--- src/rsrt_pkg.sv ---
`default_nettype none

package rsrt_pkg;

    ////////////////////////////////////////////////////////////////////////
    // clock and timing
    localparam int CLK_PERIOD_NS  = 40;
    // least width of an external request on the reset pin
    localparam int RST_IN_MIN_NS  = 200;
    // least width the device drives the reset pin low after recognition
    localparam int RST_OUT_MIN_NS = 20000;
    localparam int RST_IN_CYC     = (RST_IN_MIN_NS + CLK_PERIOD_NS - 1)
                                    / CLK_PERIOD_NS;
    localparam int RST_OUT_CYC    = (RST_OUT_MIN_NS + CLK_PERIOD_NS - 1)
                                    / CLK_PERIOD_NS;
    localparam int CNT_W          = 13;
    localparam logic [12:0] DELAY_SHORT_CYC = 13'h0100;
    localparam logic [12:0] DELAY_LONG_CYC  = 13'h1000;
    localparam int FETCH_CYC      = 2;
    // pin must read high this long after release before the delay starts
    localparam int SETTLE_CYC     = 3;
    localparam logic SYNC_RST_VAL = 1'b1;

    ////////////////////////////////////////////////////////////////////////
    // vector and trim defaults
    localparam logic [15:0] RESET_VECTOR  = 16'hfffe;
    localparam logic [7:0]  TRIM_HIGH_RST = 8'hff;
    localparam logic [7:0]  TRIM_LOW_RST  = 8'h03;

    ////////////////////////////////////////////////////////////////////////
    // register map (byte addresses) and status fields
    localparam logic [7:0] OFS_TRIM_HIGH = 8'h00;
    localparam logic [7:0] OFS_TRIM_LOW  = 8'h04;
    localparam logic [7:0] OFS_STATUS    = 8'h08;
    localparam int ST_PHASE_LSB   = 0;
    localparam int ST_PIN_DRV     = 2;
    localparam int ST_CAUSE_LSB   = 4;
    localparam int ST_CLK_SRC_LSB = 8;

    ////////////////////////////////////////////////////////////////////////
    // types
    typedef enum logic [1:0] {
        SEQ_RUN,
        SEQ_ACTIVE,
        SEQ_DELAY,
        SEQ_FETCH
    } rsrt_seq_e;

    typedef enum logic [2:0] {
        CLK_EXT,
        CLK_XTAL0,
        CLK_XTAL1,
        CLK_XTAL2,
        CLK_XTAL3,
        CLK_RC
    } rsrt_clk_src_e;

    typedef enum logic [2:0] {
        CAUSE_POWER,
        CAUSE_PIN,
        CAUSE_LVD,
        CAUSE_WDG,
        CAUSE_ILLOP
    } rsrt_cause_e;

    typedef struct packed {
        logic        cyc;
        logic        stb;
        logic        we;
        logic [7:0]  adr;
        logic [3:0]  sel;
        logic [31:0] dat;
    } rsrt_wb_req_s;

    typedef struct packed {
        logic        ack;
        logic [31:0] dat;
    } rsrt_wb_rsp_s;

    typedef struct packed {
        rsrt_clk_src_e src;
        logic          ext_en;
        logic          xtal_en;
        logic          rc_en;
    } rsrt_clk_ctl_s;

endpackage

`default_nettype wire

--- src/rsrt_sync.sv ---
`default_nettype none

module rsrt_sync
    import rsrt_pkg::*;
(
    input  wire logic clk_i,
    input  wire logic rst_i,
    input  wire logic d_i,
    output logic      q_o
);

    typedef struct packed {
        logic s1;
        logic s2;
    } rsrt_sync_s;

    rsrt_sync_s state_reg;
    rsrt_sync_s state_next;

    always_comb
    begin
        state_next.s1 = d_i;
        state_next.s2 = state_reg.s1;
    end

    always_ff @(posedge clk_i)
    begin
        if (rst_i)
        begin
            state_reg <= '{s1: SYNC_RST_VAL, s2: SYNC_RST_VAL};
        end
        else
        begin
            state_reg <= state_next;
        end
    end

    assign q_o = state_reg.s2;

endmodule

`default_nettype wire

--- src/rsrt_downcnt.sv ---
`default_nettype none

module rsrt_downcnt
    import rsrt_pkg::*;
(
    input  wire logic             clk_i,
    input  wire logic             rst_i,
    input  wire logic             load_i,
    input  wire logic [CNT_W-1:0] load_val_i,
    input  wire logic             en_i,
    output logic                  zero_o
);

    typedef struct packed {
        logic [CNT_W-1:0] cnt;
    } rsrt_cnt_s;

    rsrt_cnt_s state_reg;
    rsrt_cnt_s state_next;

    always_comb
    begin
        state_next = state_reg;
        if (load_i)
        begin
            state_next.cnt = load_val_i;
        end
        else if (en_i && state_reg.cnt != '0)
        begin
            state_next.cnt = state_reg.cnt - 1'b1;
        end
    end

    always_ff @(posedge clk_i)
    begin
        if (rst_i)
        begin
            state_reg <= '0;
        end
        else
        begin
            state_reg <= state_next;
        end
    end

    assign zero_o = (state_reg.cnt == '0);

endmodule

`default_nettype wire

--- src/rsrt_top.sv ---
`default_nettype none

module rsrt_top
    import rsrt_pkg::*;
(
    input  wire logic          clk_i,
    input  wire logic          rst_i,
    input  wire rsrt_wb_req_s  wb_req_i,
    output rsrt_wb_rsp_s       wb_rsp_o,
    input  wire logic [2:0]    opt_clk_src_i,
    input  wire logic          opt_long_delay_i,
    input  wire logic          lvd_reset_i,
    input  wire logic          wdg_reset_i,
    input  wire logic          illegal_op_i,
    input  wire logic          rst_pin_i,
    output logic               rst_pin_o,
    output logic               rst_pin_oe_o,
    output logic               cpu_reset_o,
    output logic               vector_fetch_o,
    output logic [15:0]        vector_addr_o,
    output rsrt_clk_ctl_s      clk_ctl_o,
    output logic [9:0]         rc_trim_value_o
);

    typedef struct packed {
        rsrt_seq_e     seq;
        rsrt_cause_e   cause;
        rsrt_clk_src_e clk_src;
        logic          long_delay;
        logic [7:0]    trim_high;
        logic [1:0]    trim_low;
        logic [2:0]    filt;
        logic [1:0]    settle;
        logic          fetch_idx;
        logic          ack;
        logic [31:0]   rdata;
    } rsrt_state_s;

    rsrt_state_s state_reg;
    rsrt_state_s state_next;

    logic             pin_sync;
    logic             pin_low;
    logic             stretch_load;
    logic             stretch_zero;
    logic             delay_load;
    logic             delay_zero;
    logic [CNT_W-1:0] delay_val;
    logic             in_reset;
    logic             pin_drive;
    logic             bus_req;
    logic             any_internal;
    rsrt_cause_e      internal_cause;
    logic [31:0]      read_mux;
    rsrt_clk_src_e    opt_src;

    ////////////////////////////////////////////////////////////////////////
    // pin sampling and counters

    // the pin is sampled through two flops so that the end of an
    // outside pulse lands on a clean edge before any counting starts
    rsrt_sync u_pin_sync
    (
        .clk_i (clk_i),
        .rst_i (rst_i),
        .d_i   (rst_pin_i),
        .q_o   (pin_sync)
    );

    rsrt_downcnt u_stretch
    (
        .clk_i      (clk_i),
        .rst_i      (rst_i),
        .load_i     (stretch_load),
        .load_val_i (CNT_W'(RST_OUT_CYC)),
        .en_i       (1'b1),
        .zero_o     (stretch_zero)
    );

    rsrt_downcnt u_delay
    (
        .clk_i      (clk_i),
        .rst_i      (rst_i),
        .load_i     (delay_load),
        .load_val_i (delay_val),
        .en_i       (state_reg.seq == SEQ_DELAY),
        .zero_o     (delay_zero)
    );

    ////////////////////////////////////////////////////////////////////////
    // helpers

    assign pin_low  = ~pin_sync;
    assign in_reset = (state_reg.seq == SEQ_ACTIVE)
                   || (state_reg.seq == SEQ_DELAY);
    assign bus_req  = wb_req_i.cyc & wb_req_i.stb;

    // the long option is caught while the sequence is active
    assign delay_val = state_reg.long_delay ?
                       DELAY_LONG_CYC - 1'b1 :
                       DELAY_SHORT_CYC - 1'b1;

    assign any_internal = lvd_reset_i | wdg_reset_i | illegal_op_i;

    always_comb
    begin
        // low-voltage wins: it is a level and holds the device longest
        if (lvd_reset_i)
        begin
            internal_cause = CAUSE_LVD;
        end
        else if (wdg_reset_i)
        begin
            internal_cause = CAUSE_WDG;
        end
        else
        begin
            internal_cause = CAUSE_ILLOP;
        end
    end

    // unused option codes fall back to the rc oscillator, which always
    // starts, rather than to a crystal that may be absent
    always_comb
    begin
        unique case (opt_clk_src_i)
            3'h0:    opt_src = CLK_EXT;
            3'h1:    opt_src = CLK_XTAL0;
            3'h2:    opt_src = CLK_XTAL1;
            3'h3:    opt_src = CLK_XTAL2;
            3'h4:    opt_src = CLK_XTAL3;
            3'h5:    opt_src = CLK_RC;
            default: opt_src = CLK_RC;
        endcase
    end

    always_comb
    begin
        read_mux = 32'h0000_0000;
        unique case (wb_req_i.adr)
            OFS_TRIM_HIGH:
                read_mux[7:0] = state_reg.trim_high;
            OFS_TRIM_LOW:
                read_mux[1:0] = state_reg.trim_low;
            OFS_STATUS:
            begin
                read_mux[ST_PHASE_LSB +: 2]   = state_reg.seq;
                read_mux[ST_PIN_DRV]          = pin_drive;
                read_mux[ST_CAUSE_LSB +: 3]   = state_reg.cause;
                read_mux[ST_CLK_SRC_LSB +: 3] = state_reg.clk_src;
            end
            default:
                read_mux = 32'h0000_0000;
        endcase
    end

    ////////////////////////////////////////////////////////////////////////
    // next state

    always_comb
    begin
        state_next   = state_reg;
        stretch_load = 1'b0;
        delay_load   = 1'b0;

        // bus slave: ack one cycle after the request, write at the edge that ends the ack
        state_next.ack = 1'b0;
        if (bus_req && !state_reg.ack)
        begin
            state_next.ack   = 1'b1;
            state_next.rdata = read_mux;
        end
        if (bus_req && state_reg.ack && wb_req_i.we && wb_req_i.sel[0]
            && !in_reset)
        begin
            if (wb_req_i.adr == OFS_TRIM_HIGH)
            begin
                state_next.trim_high = wb_req_i.dat[7:0];
            end
            if (wb_req_i.adr == OFS_TRIM_LOW)
            begin
                // bits 7:2 are not stored and read back as zero
                state_next.trim_low = wb_req_i.dat[1:0];
            end
        end

        unique case (state_reg.seq)
            SEQ_RUN:
            begin
                // a low shorter than the least width is filtered out
                if (pin_low)
                begin
                    state_next.filt = state_reg.filt + 1'b1;
                end
                else
                begin
                    state_next.filt = '0;
                end
                if (any_internal)
                begin
                    state_next.seq   = SEQ_ACTIVE;
                    state_next.cause = internal_cause;
                    stretch_load     = 1'b1;
                end
                else if (pin_low
                         && state_reg.filt == 3'(RST_IN_CYC - 1))
                begin
                    state_next.seq   = SEQ_ACTIVE;
                    state_next.cause = CAUSE_PIN;
                    stretch_load     = 1'b1;
                end
            end
            SEQ_ACTIVE:
            begin
                state_next.filt       = '0;
                state_next.clk_src    = opt_src;
                state_next.long_delay = opt_long_delay_i;
                if (wdg_reset_i || illegal_op_i)
                begin
                    stretch_load = 1'b1;
                end
                // a long outside pulse is waited out, not stretched
                if (!stretch_zero || lvd_reset_i || pin_low)
                begin
                    state_next.settle = '0;
                end
                else if (state_reg.settle == 2'(SETTLE_CYC - 1))
                begin
                    state_next.seq = SEQ_DELAY;
                    delay_load     = 1'b1;
                end
                else
                begin
                    state_next.settle = state_reg.settle + 1'b1;
                end
            end
            SEQ_DELAY:
            begin
                // our own drive makes the pin read low: ignore it here
                if (any_internal)
                begin
                    state_next.seq   = SEQ_ACTIVE;
                    state_next.cause = internal_cause;
                    stretch_load     = 1'b1;
                end
                else if (delay_zero)
                begin
                    state_next.seq       = SEQ_FETCH;
                    state_next.fetch_idx = 1'b0;
                end
            end
            SEQ_FETCH:
            begin
                state_next.fetch_idx = 1'b1;
                if (any_internal)
                begin
                    state_next.seq   = SEQ_ACTIVE;
                    state_next.cause = internal_cause;
                    stretch_load     = 1'b1;
                end
                else if (state_reg.fetch_idx == 1'(FETCH_CYC - 1))
                begin
                    state_next.seq  = SEQ_RUN;
                    state_next.filt = '0;
                end
            end
        endcase

        // trim returns to its defaults on every reset of the device
        if (state_next.seq == SEQ_ACTIVE || state_next.seq == SEQ_DELAY)
        begin
            state_next.trim_high = TRIM_HIGH_RST;
            state_next.trim_low  = TRIM_LOW_RST[1:0];
        end
    end

    ////////////////////////////////////////////////////////////////////////
    // state register

    always_ff @(posedge clk_i)
    begin
        if (rst_i)
        begin
            state_reg.seq        <= SEQ_ACTIVE;
            state_reg.cause      <= CAUSE_POWER;
            state_reg.clk_src    <= CLK_RC;
            state_reg.long_delay <= 1'b1;
            state_reg.trim_high  <= TRIM_HIGH_RST;
            state_reg.trim_low   <= TRIM_LOW_RST[1:0];
            state_reg.filt       <= '0;
            state_reg.settle     <= '0;
            state_reg.fetch_idx  <= 1'b0;
            state_reg.ack        <= 1'b0;
            state_reg.rdata      <= 32'h0000_0000;
        end
        else
        begin
            state_reg <= state_next;
        end
    end

    ////////////////////////////////////////////////////////////////////////
    // outputs

    // open drain: the level is always low, only the enable moves; the
    // pull-up lives outside this logic
    assign pin_drive = lvd_reset_i
                    || (state_reg.seq == SEQ_DELAY)
                    || (state_reg.seq == SEQ_ACTIVE && !stretch_zero);
    assign rst_pin_o    = 1'b0;
    assign rst_pin_oe_o = pin_drive;

    assign cpu_reset_o    = in_reset;
    assign vector_fetch_o = (state_reg.seq == SEQ_FETCH);
    assign vector_addr_o  = {RESET_VECTOR[15:1],
                             state_reg.fetch_idx};

    // the chosen crystal is not stopped by a reset sequence, only rst_i forces the rc clock regardless of the option,
    // so no start-up time is lost when the sequence ends
    always_comb
    begin
        clk_ctl_o.src     = state_reg.clk_src;
        clk_ctl_o.ext_en  = (state_reg.clk_src == CLK_EXT);
        clk_ctl_o.rc_en   = (state_reg.clk_src == CLK_RC);
        clk_ctl_o.xtal_en = !clk_ctl_o.ext_en
                         && !clk_ctl_o.rc_en;
    end

    // higher code means a slower rc clock; the oscillator sees the raw
    // value
    assign rc_trim_value_o = {state_reg.trim_high,
                              state_reg.trim_low};

    assign wb_rsp_o.ack = state_reg.ack;
    assign wb_rsp_o.dat = state_reg.rdata;

    // the pin is only seen while clk_i runs: a halt mode must keep this
    // block's clock free-running for pin resets to be caught

endmodule

`default_nettype wire

--- config.mk ---
export PLATFORM = sky130hd
export DESIGN_NAME = rsrt_top
export DESIGN_NICKNAME = d
export VERILOG_FILES = /design/src/rsrt_pkg.sv /design/src/rsrt_sync.sv /design/src/rsrt_downcnt.sv /design/src/rsrt_top.sv
export SDC_FILE = /design/constraint.sdc
export NUM_CORES = 1
export LEC_CHECK = 0
export CAP_MARGIN = 0
export CORE_MARGIN = 10
export CORE_UTILIZATION = 60
export DETAILED_ROUTE_END_ITERATION = 6
export DONT_BUFFER_PORTS = 1
export PLACE_DENSITY = 0.88
export RECOVER_POWER = 25
export REMOVE_ABC_BUFFERS = 1
export SYNTH_ARGS = -nofsm -noshare
export SYNTH_HDL_FRONTEND = slang
export SYNTH_SLANG_ARGS = --single-unit
--- constraint.sdc ---
create_clock -name clk_i -period 2.88 [get_ports clk_i]
set_input_delay 0.576 -clock clk_i [delete_from_list [all_inputs] [get_ports clk_i]]
set_output_delay 0.576 -clock clk_i [all_outputs]
set_load 0.01 [all_outputs]
* Word-level counts from Yosys, hierarchy flattened
Index checks and enable logic that the tools add are counted.
** Operators by class
- Add/sub/neg operators :: 4
- Equality and inequality tests :: 21
- Mux-type cells :: 43
- Bitwise gates (word level) :: 4
- Reductions and logical operators :: 43
** Operators by type and width (number)
- two-way mux 33 bit :: 1
- logical NOT 13 bit :: 2
- two-way mux 13 bit :: 2
- nonzero test 13 bit :: 2
- subtractor 13 x 1 -> 13 bit, second input constant :: 2
- two-way mux 3 bit :: 7
- two-way mux 9 bit :: 2
- two-way mux 2 bit :: 8
- case mux 3 bit (5 select lines) :: 1
- two-way mux 12 bit :: 1
- case mux 3 bit (2 select lines) :: 2
- two-way mux 1 bit :: 11
- two-way mux 5 bit :: 2
- equality test 3 bit, second input constant :: 3
- logical AND 1 bit :: 9
- case mux 3 bit (3 select lines) :: 1
- AND reduction 3 bit :: 3
- equality test 2 bit, second input constant :: 4
- equality test 8 x 3 -> 1 bit, second input constant :: 1
- equality test 8 x 4 -> 1 bit, second input constant :: 1
- logical NOT 8 bit :: 1
- != test 2 bit, second input constant :: 4
- case mux 2 bit (4 select lines) :: 1
- nonzero test 2 bit :: 4
- 20 further kinds :: 40
** Word-level totals
- Register bits :: 65
- Input bits :: 57
- Output and inout port bits :: 69
- Word-level logic and storage cells :: 131

* Logic depth before layout (Yosys ltp)
Gate-level depths: netlist of the first run.
- Depth after elaboration :: 9
- Depth in mapped cells :: 8
- Gate-level depth less buffers :: 7

* Cells and area by module
Synthesis of the first run repeated with hierarchy kept, for this count alone.
** Second synthesis, totals
- Cell total of the unflattened synthesis :: 488
- Area total of the unflattened synthesis :: 4076.4 um^2
** Modules (own cells, without submodules)
- rsrt_top :: times used 1, cells an instance 284, area an instance 2357.3 um^2, seq. area each 740.7 um^2
- rsrt_downcnt :: times used 2, cells an instance 100, area an instance 833.3 um^2, seq. area each 260.2 um^2
- rsrt_sync :: times used 1, cells an instance 4, area an instance 52.6 um^2, seq. area each 40.0 um^2

* Least setup slack after synthesis of the first run
OpenSTA, ideal clock, no wires.
- Kind :: register to output
- Start point :: reg u_stretch.state_reg[0] (netlist bit)
- End point :: out rst_pin_oe_o
- Data arrival time :: 1.865 ns
- Data required time :: 2.304 ns
- Slack :: 0.439 ns
- Cell stages (with the launch flop) :: 6
- Buffers on the path :: 0
- Cell sequence :: dfxtp_1 inv_1 ha_1 or4b_2 or3_1 a211o_1
** On the way
- Word-level cells in the longest chain between the ends :: 4
** RTL lines
- start, declared :: line rsrt_downcnt.sv:18 : rsrt_cnt_s state_reg;
- start signal, assigned :: line rsrt_downcnt.sv:42 : state_reg <= state_next;
- logical NOT 13 bit :: line rsrt_downcnt.sv:46 : assign zero_o = (state_reg.cnt == '0);
- logical NOT 1 bit :: line rsrt_top.sv:309 : || (state_reg.seq == SEQ_ACTIVE && !stretch_zero);
- logical AND 1 bit :: line rsrt_top.sv:309
- logical OR 1 bit :: line rsrt_top.sv:309
- end, declared :: line rsrt_top.sv:17 : output logic rst_pin_oe_o,
Every way passes these cells.

* Worst setup path after layout of the first run
Same ends and word-level chain as after synthesis.

==> impl_metrics.env, run 1 <==
export IMPL_run_status="complete, no violations"
export IMPL_die_y_um=98.4
export IMPL_drc_errors=0
export IMPL_seq_area_frac_synth_pct=35.3
export IMPL_gp_congestion=0.827
export IMPL_fin_crit_sh_pct=95.5
export IMPL_dr_pass1_iters=5
export IMPL_synth_edff_count=0
export IMPL_antenna_found_initial=0
export IMPL_fin_area_um2=3630
export IMPL_leakage_nw=1.44
export IMPL_num_vias=2761
export IMPL_fin_cells=485
export IMPL_start_util_pct=62.0
export IMPL_rsz0062_at_grt="false"
export IMPL_met1Wirelength_um=3250
export IMPL_finClkSkew_ps=9.78
export IMPL_cts_buffer_depth=2
export IMPL_synth_area_per_cell_um2=8.50
export IMPL_ys_warn_count=0
export IMPL_crit_type="flip-flop to output pin"
export IMPL_ys_ff_latch=65
export IMPL_critical_path_max_stage_delay_ps=500
export IMPL_fin_crit_ps=2750
export IMPL_hold_class="primary input to flip-flop"
export IMPL_io_buffers=0
export IMPL_path_max_fanout=4
export IMPL_grt_pass1_wl_um=13600
export IMPL_ios=126
export IMPL_wl_met3_um=921
export IMPL_path_cells="inv_1 -> ha_1 -> or4b_4 -> or3_1 -> a211o_1"
export IMPL_synthesis_area_um2=3690
export IMPL_cts_clk_slew_worst_paths_ps=70
export IMPL_grt_pass1_vias=2732
export IMPL_ant_nets=0
export IMPL_numCtsBuffers=9
export IMPL_route_met2_wl_um=3790
export IMPL_arrival_ps=2170
export IMPL_grt_max_degree=43
export IMPL_drt_wl_total_um=8080
export IMPL_globalRouteTotalUtil_pct=16.5
export IMPL_ys_async_sr_fraction_pct=0
export IMPL_cts_max_level=3
export IMPL_r2r_cells=7
export IMPL_hold_viol_final=0
export IMPL_setup_viol=0
export IMPL_dieArea_um2=9690
export IMPL_grt_overflow_total=0
export IMPL_tightest_slew_ps=828
export IMPL_insertedDiodeCount=0
export IMPL_cts_tree="done"
export IMPL_placementRows=28
export IMPL_drt_iter0_drc=131
export IMPL_syn_to_final_growth_pct=-1.69
export IMPL_clockRootBuffer="clkbuf_8"
export IMPL_maxCapViolCount=0
export IMPL_drive_above_1_share_pct=9.27
export IMPL_yosysUniqueCellTypes=55
export IMPL_nNetsFinal=473
export IMPL_crit_path_start_kind="flip-flop"
export IMPL_placed_area_um2=3420
export IMPL_dp_cells=469
export IMPL_whs_ps=308
export IMPL_die_w_um=98.4
export IMPL_cts_sinks=65
export IMPL_maxSlewHeadroom_pct=44.3
export IMPL_slowest_stage="or4b_4"
export IMPL_fmaxAchievable_mhz=364
export IMPL_cts_hold_buf=0
export IMPL_drv_slew=0
export IMPL_syn_inst=434
export IMPL_viasPerCell=5.69
export IMPL_end_kind="output pin"
export IMPL_dp_hpwl_um=6090
export IMPL_hold_depth=1
export IMPL_core_area_um2=5960
export IMPL_synthFlopType="dfxtp_1"
export IMPL_maxUsedRoutingLayer="met4"
export IMPL_power_density_nw_per_um2=528
export IMPL_critPathRequiredTime_ps=2300
export IMPL_clk_latency_ps=340
export IMPL_routedWlPerCell_um=16.7
export IMPL_ir_drop_v=0.000390
==> metrics by stage <==
step	total power, W	utilization (%)	setup TNS, ps	setup WS, ps
after floorplan	0.00111	-	-1310	-214
after global placement	0.00114	57.5	0	223
after detailed placement	0.00114	57.5	0	170
after CTS	0.00192	61.0	0	138
after global routing	0.00199	60.9	0	22.9
final	0.00191	60.9	0	130
==> critical path, delay by kind of cell, from the launching register on <==
kind / cells / cell delay [ps]
AND/OR/NAND/NOR: 2 / 850
flip-flops: 1 / 350
AO/OA/AOI/OAI: 1 / 350
adder cells (fa/ha/maj): 1 / 200
buffers and inverters: 1 / 90
==> cells in the final DEF (no fill, tap or decap), drive strengths merged, types with 11 or more instances in the layout <==
master and count:
conb 37, dfxtp 65, o21ai 15, inv 14, xnor2 15, nand2 24, nand3 12, nor3 12
nor2 36, clkbuf 12, a21oi 40, ha 11
==> cells in the mapped netlist (all sizes together) (2+ instances only) <==
cell type,count,area (um^2)
nor2,36,135
buf,66,488
or3,6,37.5
o21ai,15,75.1
a21boi,6,45.0
nor2b,5,31.3
o221ai,2,17.5
a32oi,2,17.5
a211oi,4,47.5
nor4,5,46.3
nor3,12,60.1
nor4b,2,17.5
xor2,7,61.3
conb,2,7.51
or4,4,37.5
nand4b,3,26.3
or2,5,31.3
a311oi,6,52.6
nand2b,6,37.5
ha,11,138
a221oi,4,35.0
and3,2,12.5
clkbuf,15,56.3
nand3,12,60.1
and2,3,18.8
nand3b,6,45.0
nor3b,2,15.0
nand2,24,90.1
dfxtp,65,1300
mux2i,7,70.1
o211ai,3,27.5
xnor2,15,131
inv,14,52.6
a21oi,40,200
or4b,3,30.0
a22oi,2,20.0
==> layer usage <==
layer,track usage [%],vias to the layer above
met2,26.1,113
met3,7.54,11
met4,7.39,0
met1,18.7,1279
li1,-,1358
met5,0,-
==> power by group <==
part	internal (W)	total [W]	switching [W]
combinational	0.0000619	0.000180	0.000118
sequential	0.000922	0.000948	0.0000254
clock	0.000444	0.000787	0.000343
total	0.00143	0.00191	0.000486
==> final cells by class <==
class | instances | area, um^2
Inverter | 14 | 52.6
Clock inverter | 5 | 53.8
Sequential cell | 65 | 1300
Fill cell | 492 | 2330
Tap cell | 75 | 93.8
Multi-Input combinational cell | 309 | 1930
Timing Repair Buffer | 6 | 41.3
Clock buffer | 11 | 151
==> cells by family after synthesis <==
kind of cell	count (synthesis)	share of synthesized area [%]
compound gates	93	17.0
xor+xnor	22	5.22
fa+ha+maj	11	3.73
buf+inv	95	16.2
flops	65	35.3
mux	7	1.90
other cells	2	0.203
simple gates	139	20.5
==> final timing paths <==
kind,start,to,slack [ps]
worst min register to register,u_pin_sync.state_next[0],u_pin_sync.q_o,410
worst max-delay path,u_stretch.state_reg[0],rst_pin_oe_o,130
worst min-delay path,rst_i,u_delay.state_reg[1],310
worst max register to register,u_stretch.state_reg[0],rc_trim_value_o[2],320
==> repair_timing <==
action | 4_1_cts | 5_1_grt
buffers inserted | 0 | 0
setup endpoints to repair | 1 | 0
gates resized for setup | 1 | 0
Power figures use the tool's default switching activity.
==> inputs of run 2 (changes only) <==
--- a/config.mk
+++ b/config.mk
@@ -15,4 +15,5 @@
 export REMOVE_ABC_BUFFERS = 1
 export SYNTH_ARGS = -nofsm -noshare
 export SYNTH_HDL_FRONTEND = slang
+export SYNTH_HIERARCHICAL = 1
 export SYNTH_SLANG_ARGS = --single-unit
==> impl_metrics.env, run 2 <==
export IMPL_run_status="complete, no violations"
export IMPL_cts_resized=0
export IMPL_cts_sinks=65
export IMPL_fin_cells=579
export IMPL_ant_nets=0
export IMPL_placementRows=29
export IMPL_syn_inst=488
export IMPL_core_area_um2=6460
export IMPL_grt_busiest_layer="met2"
export IMPL_grt_max_degree=68
export IMPL_dr_pass1_iters=5
export IMPL_arrival_ps=2010
export IMPL_synth_area_per_cell_um2=8.35
export IMPL_maxSlewHeadroom_pct=44.5
export IMPL_drc_errors=0
export IMPL_synthesis_area_um2=4080
export IMPL_start_util_pct=63.1
export IMPL_yosysUniqueCellTypes=62
export IMPL_finalPower_w=0.00184
export IMPL_crit_type="flip-flop to output pin"
export IMPL_grt_util_met3_pct=5.60
export IMPL_finClkSkew_ps=13.2
export IMPL_insertedDiodeCount=0
export IMPL_tightest_slew_ps=812
export IMPL_hold_class="primary input to flip-flop"
export IMPL_yosysTopAreaCell="dfxtp_1"
export IMPL_setup_tns_final_ps=0
export IMPL_power_density_nw_per_um2=442
export IMPL_fin_area_um2=4170
export IMPL_hold_viol_final=0
export IMPL_ir_drop_v=0.000274
export IMPL_final_common_cell="dfxtp_1"
export IMPL_clk_latency_ps=350
export IMPL_crit_path_start_kind="flip-flop"
export IMPL_drt_wl_total_um=9580
export IMPL_numCtsBuffers=9
export IMPL_antenna_found_initial=0
export IMPL_synth_common_cells="dfxtp_1 (65), buf_4 (63), nor2_1 (51)"
export IMPL_rsz0062_at_grt="false"
export IMPL_cts_max_level=3
export IMPL_grt_overflow_total=0
export IMPL_grt_met2_usage_pct=31.0
export IMPL_end_kind="output pin"
export IMPL_gp_congestion=0.845
export IMPL_ys_ff_latch=65
export IMPL_die_w_um=102
export IMPL_grt_pass1_wl_um=14900
export IMPL_maxCapViolCount=0
export IMPL_dp_cells=563
export IMPL_ios=126
export IMPL_n_fill_cell=530
export IMPL_seq_area_frac_synth_pct=31.9
export IMPL_dp_hpwl_um=7120
export IMPL_globalRouteTotalUtil_pct=17.2
export IMPL_clockRootBuffer="clkbuf_8"
export IMPL_slowest_stage="o21ai_0"
export IMPL_ys_warn_count=6
export IMPL_critical_path_max_stage_delay_ps=530
export IMPL_io_buffers=0
export IMPL_setup_viol=0
export IMPL_viasPerCell=5.73
export IMPL_cts_hold_buf=0
export IMPL_drt_iter0_drc=112
export IMPL_grt_pass1_vias=3210
export IMPL_yosysMostFrequentCell="dfxtp_1"
export IMPL_regArea_um2=1300
export IMPL_met1_usage_pct=18.3
export IMPL_die_y_um=102
export IMPL_cts_clk_slew_worst_paths_ps=80
export IMPL_syn_to_final_growth_pct=2.33
export IMPL_dieArea_um2=10500
export IMPL_critPathRequiredTime_ps=2300
export IMPL_path_cells="inv_1 -> ha_1 -> inv_2 -> o21ai_0"
export IMPL_path_max_fanout=10
export IMPL_leakage_nw=1.66
export IMPL_nNetsFinal=566
export IMPL_synth_edff_count=0
export IMPL_cts_tree="done"
export IMPL_num_vias=3317
export IMPL_fin_crit_ps=2580
export IMPL_synthTopCellsByArea="dfxtp_1 (32%), buf_4 (12%), nor2_1 (4.7%)"
export IMPL_drv_slew=0
export IMPL_layout_common_cells="dfxtp_1 (65), conb_1 (64), nor2_1 (51)"
export IMPL_synth_top_area_share_pct=31.9
export IMPL_multi_input_area_um2=2390
export IMPL_routedWlPerCell_um=16.5
export IMPL_postCtsSetupRepairBufs=0
export IMPL_fin_crit_sh_pct=89.7
export IMPL_ys_async_sr_fraction_pct=0
export IMPL_fmaxAchievable_mhz=387
export IMPL_cts_buffer_depth=2
export IMPL_placed_area_um2=3990
export IMPL_drive_above_1_share_pct=11.8
export IMPL_final_util_pct=64.6
export IMPL_synthFlopType="dfxtp_1"
[run 2: kinds of logic after synthesis]
logic type,Yosys count,share of synthesized area [%]
simple gates,182,25.5
buf+inv,101,15.1
compound gates,94,15.9
flops,65,31.9
mux,17,4.27
xor+xnor,15,3.41
fa+ha+maj,12,3.68
other cells,2,0.184
[run 2: where the power goes]
group / switching [W] / total (W) / internal [W]
Sequential: 0.0000290 / 0.000949 / 0.000920
Combinational: 0.000112 / 0.000190 / 0.0000785
Clock: 0.000386 / 0.000703 / 0.000317
Total: 0.000526 / 0.00184 / 0.00132
[run 2: path summary, 6_finish.rpt]
check                      startpoint                 end  slack (ps)  cells past startpoint
max reg2reg    u_stretch/state_reg[1]  rc_trim_value_o[1]         370                     12
min reg2reg  u_pin_sync/state_next[0]      u_pin_sync/q_o         410                      1
max                     state_reg[57]        rst_pin_oe_o         300                      4
min                             rst_i         wb_rsp_o[1]         290                      1
[run 2: cell type report]
cell class,count,share of cell area [%]
repair buffers,17,3.06
well taps,77,2.31
clock inverters,7,1.32
flip-flops and latches,65,31.2
inverters,20,1.80
multi-input cells,384,57.3
clock buffers,9,2.97
[run 2: routing by layer]
layer | wire [um] | vias up
li1 | - | 1628
met1 | 3770 | 1577
met2 | 5060 | 95
met3 | 606 | 17
met4 | 146 | 0
met5 | 0 | -
[run 2: critical path, delay by kind of cell, from the launching register on]
kind,cells,cell delay [ps]
AOI/OAI and AO/OA,1,530
adders and majority gates,1,420
DFF,1,380
buffers and inverters,2,320
[run 2: per-stage QoR]
stage	setup slack, ps	hold slack (ps)
final	296	287
after global routing	162	267
after CTS	323	275
after detailed placement	419	398
after global placement	503	390
after floorplan	-124	383
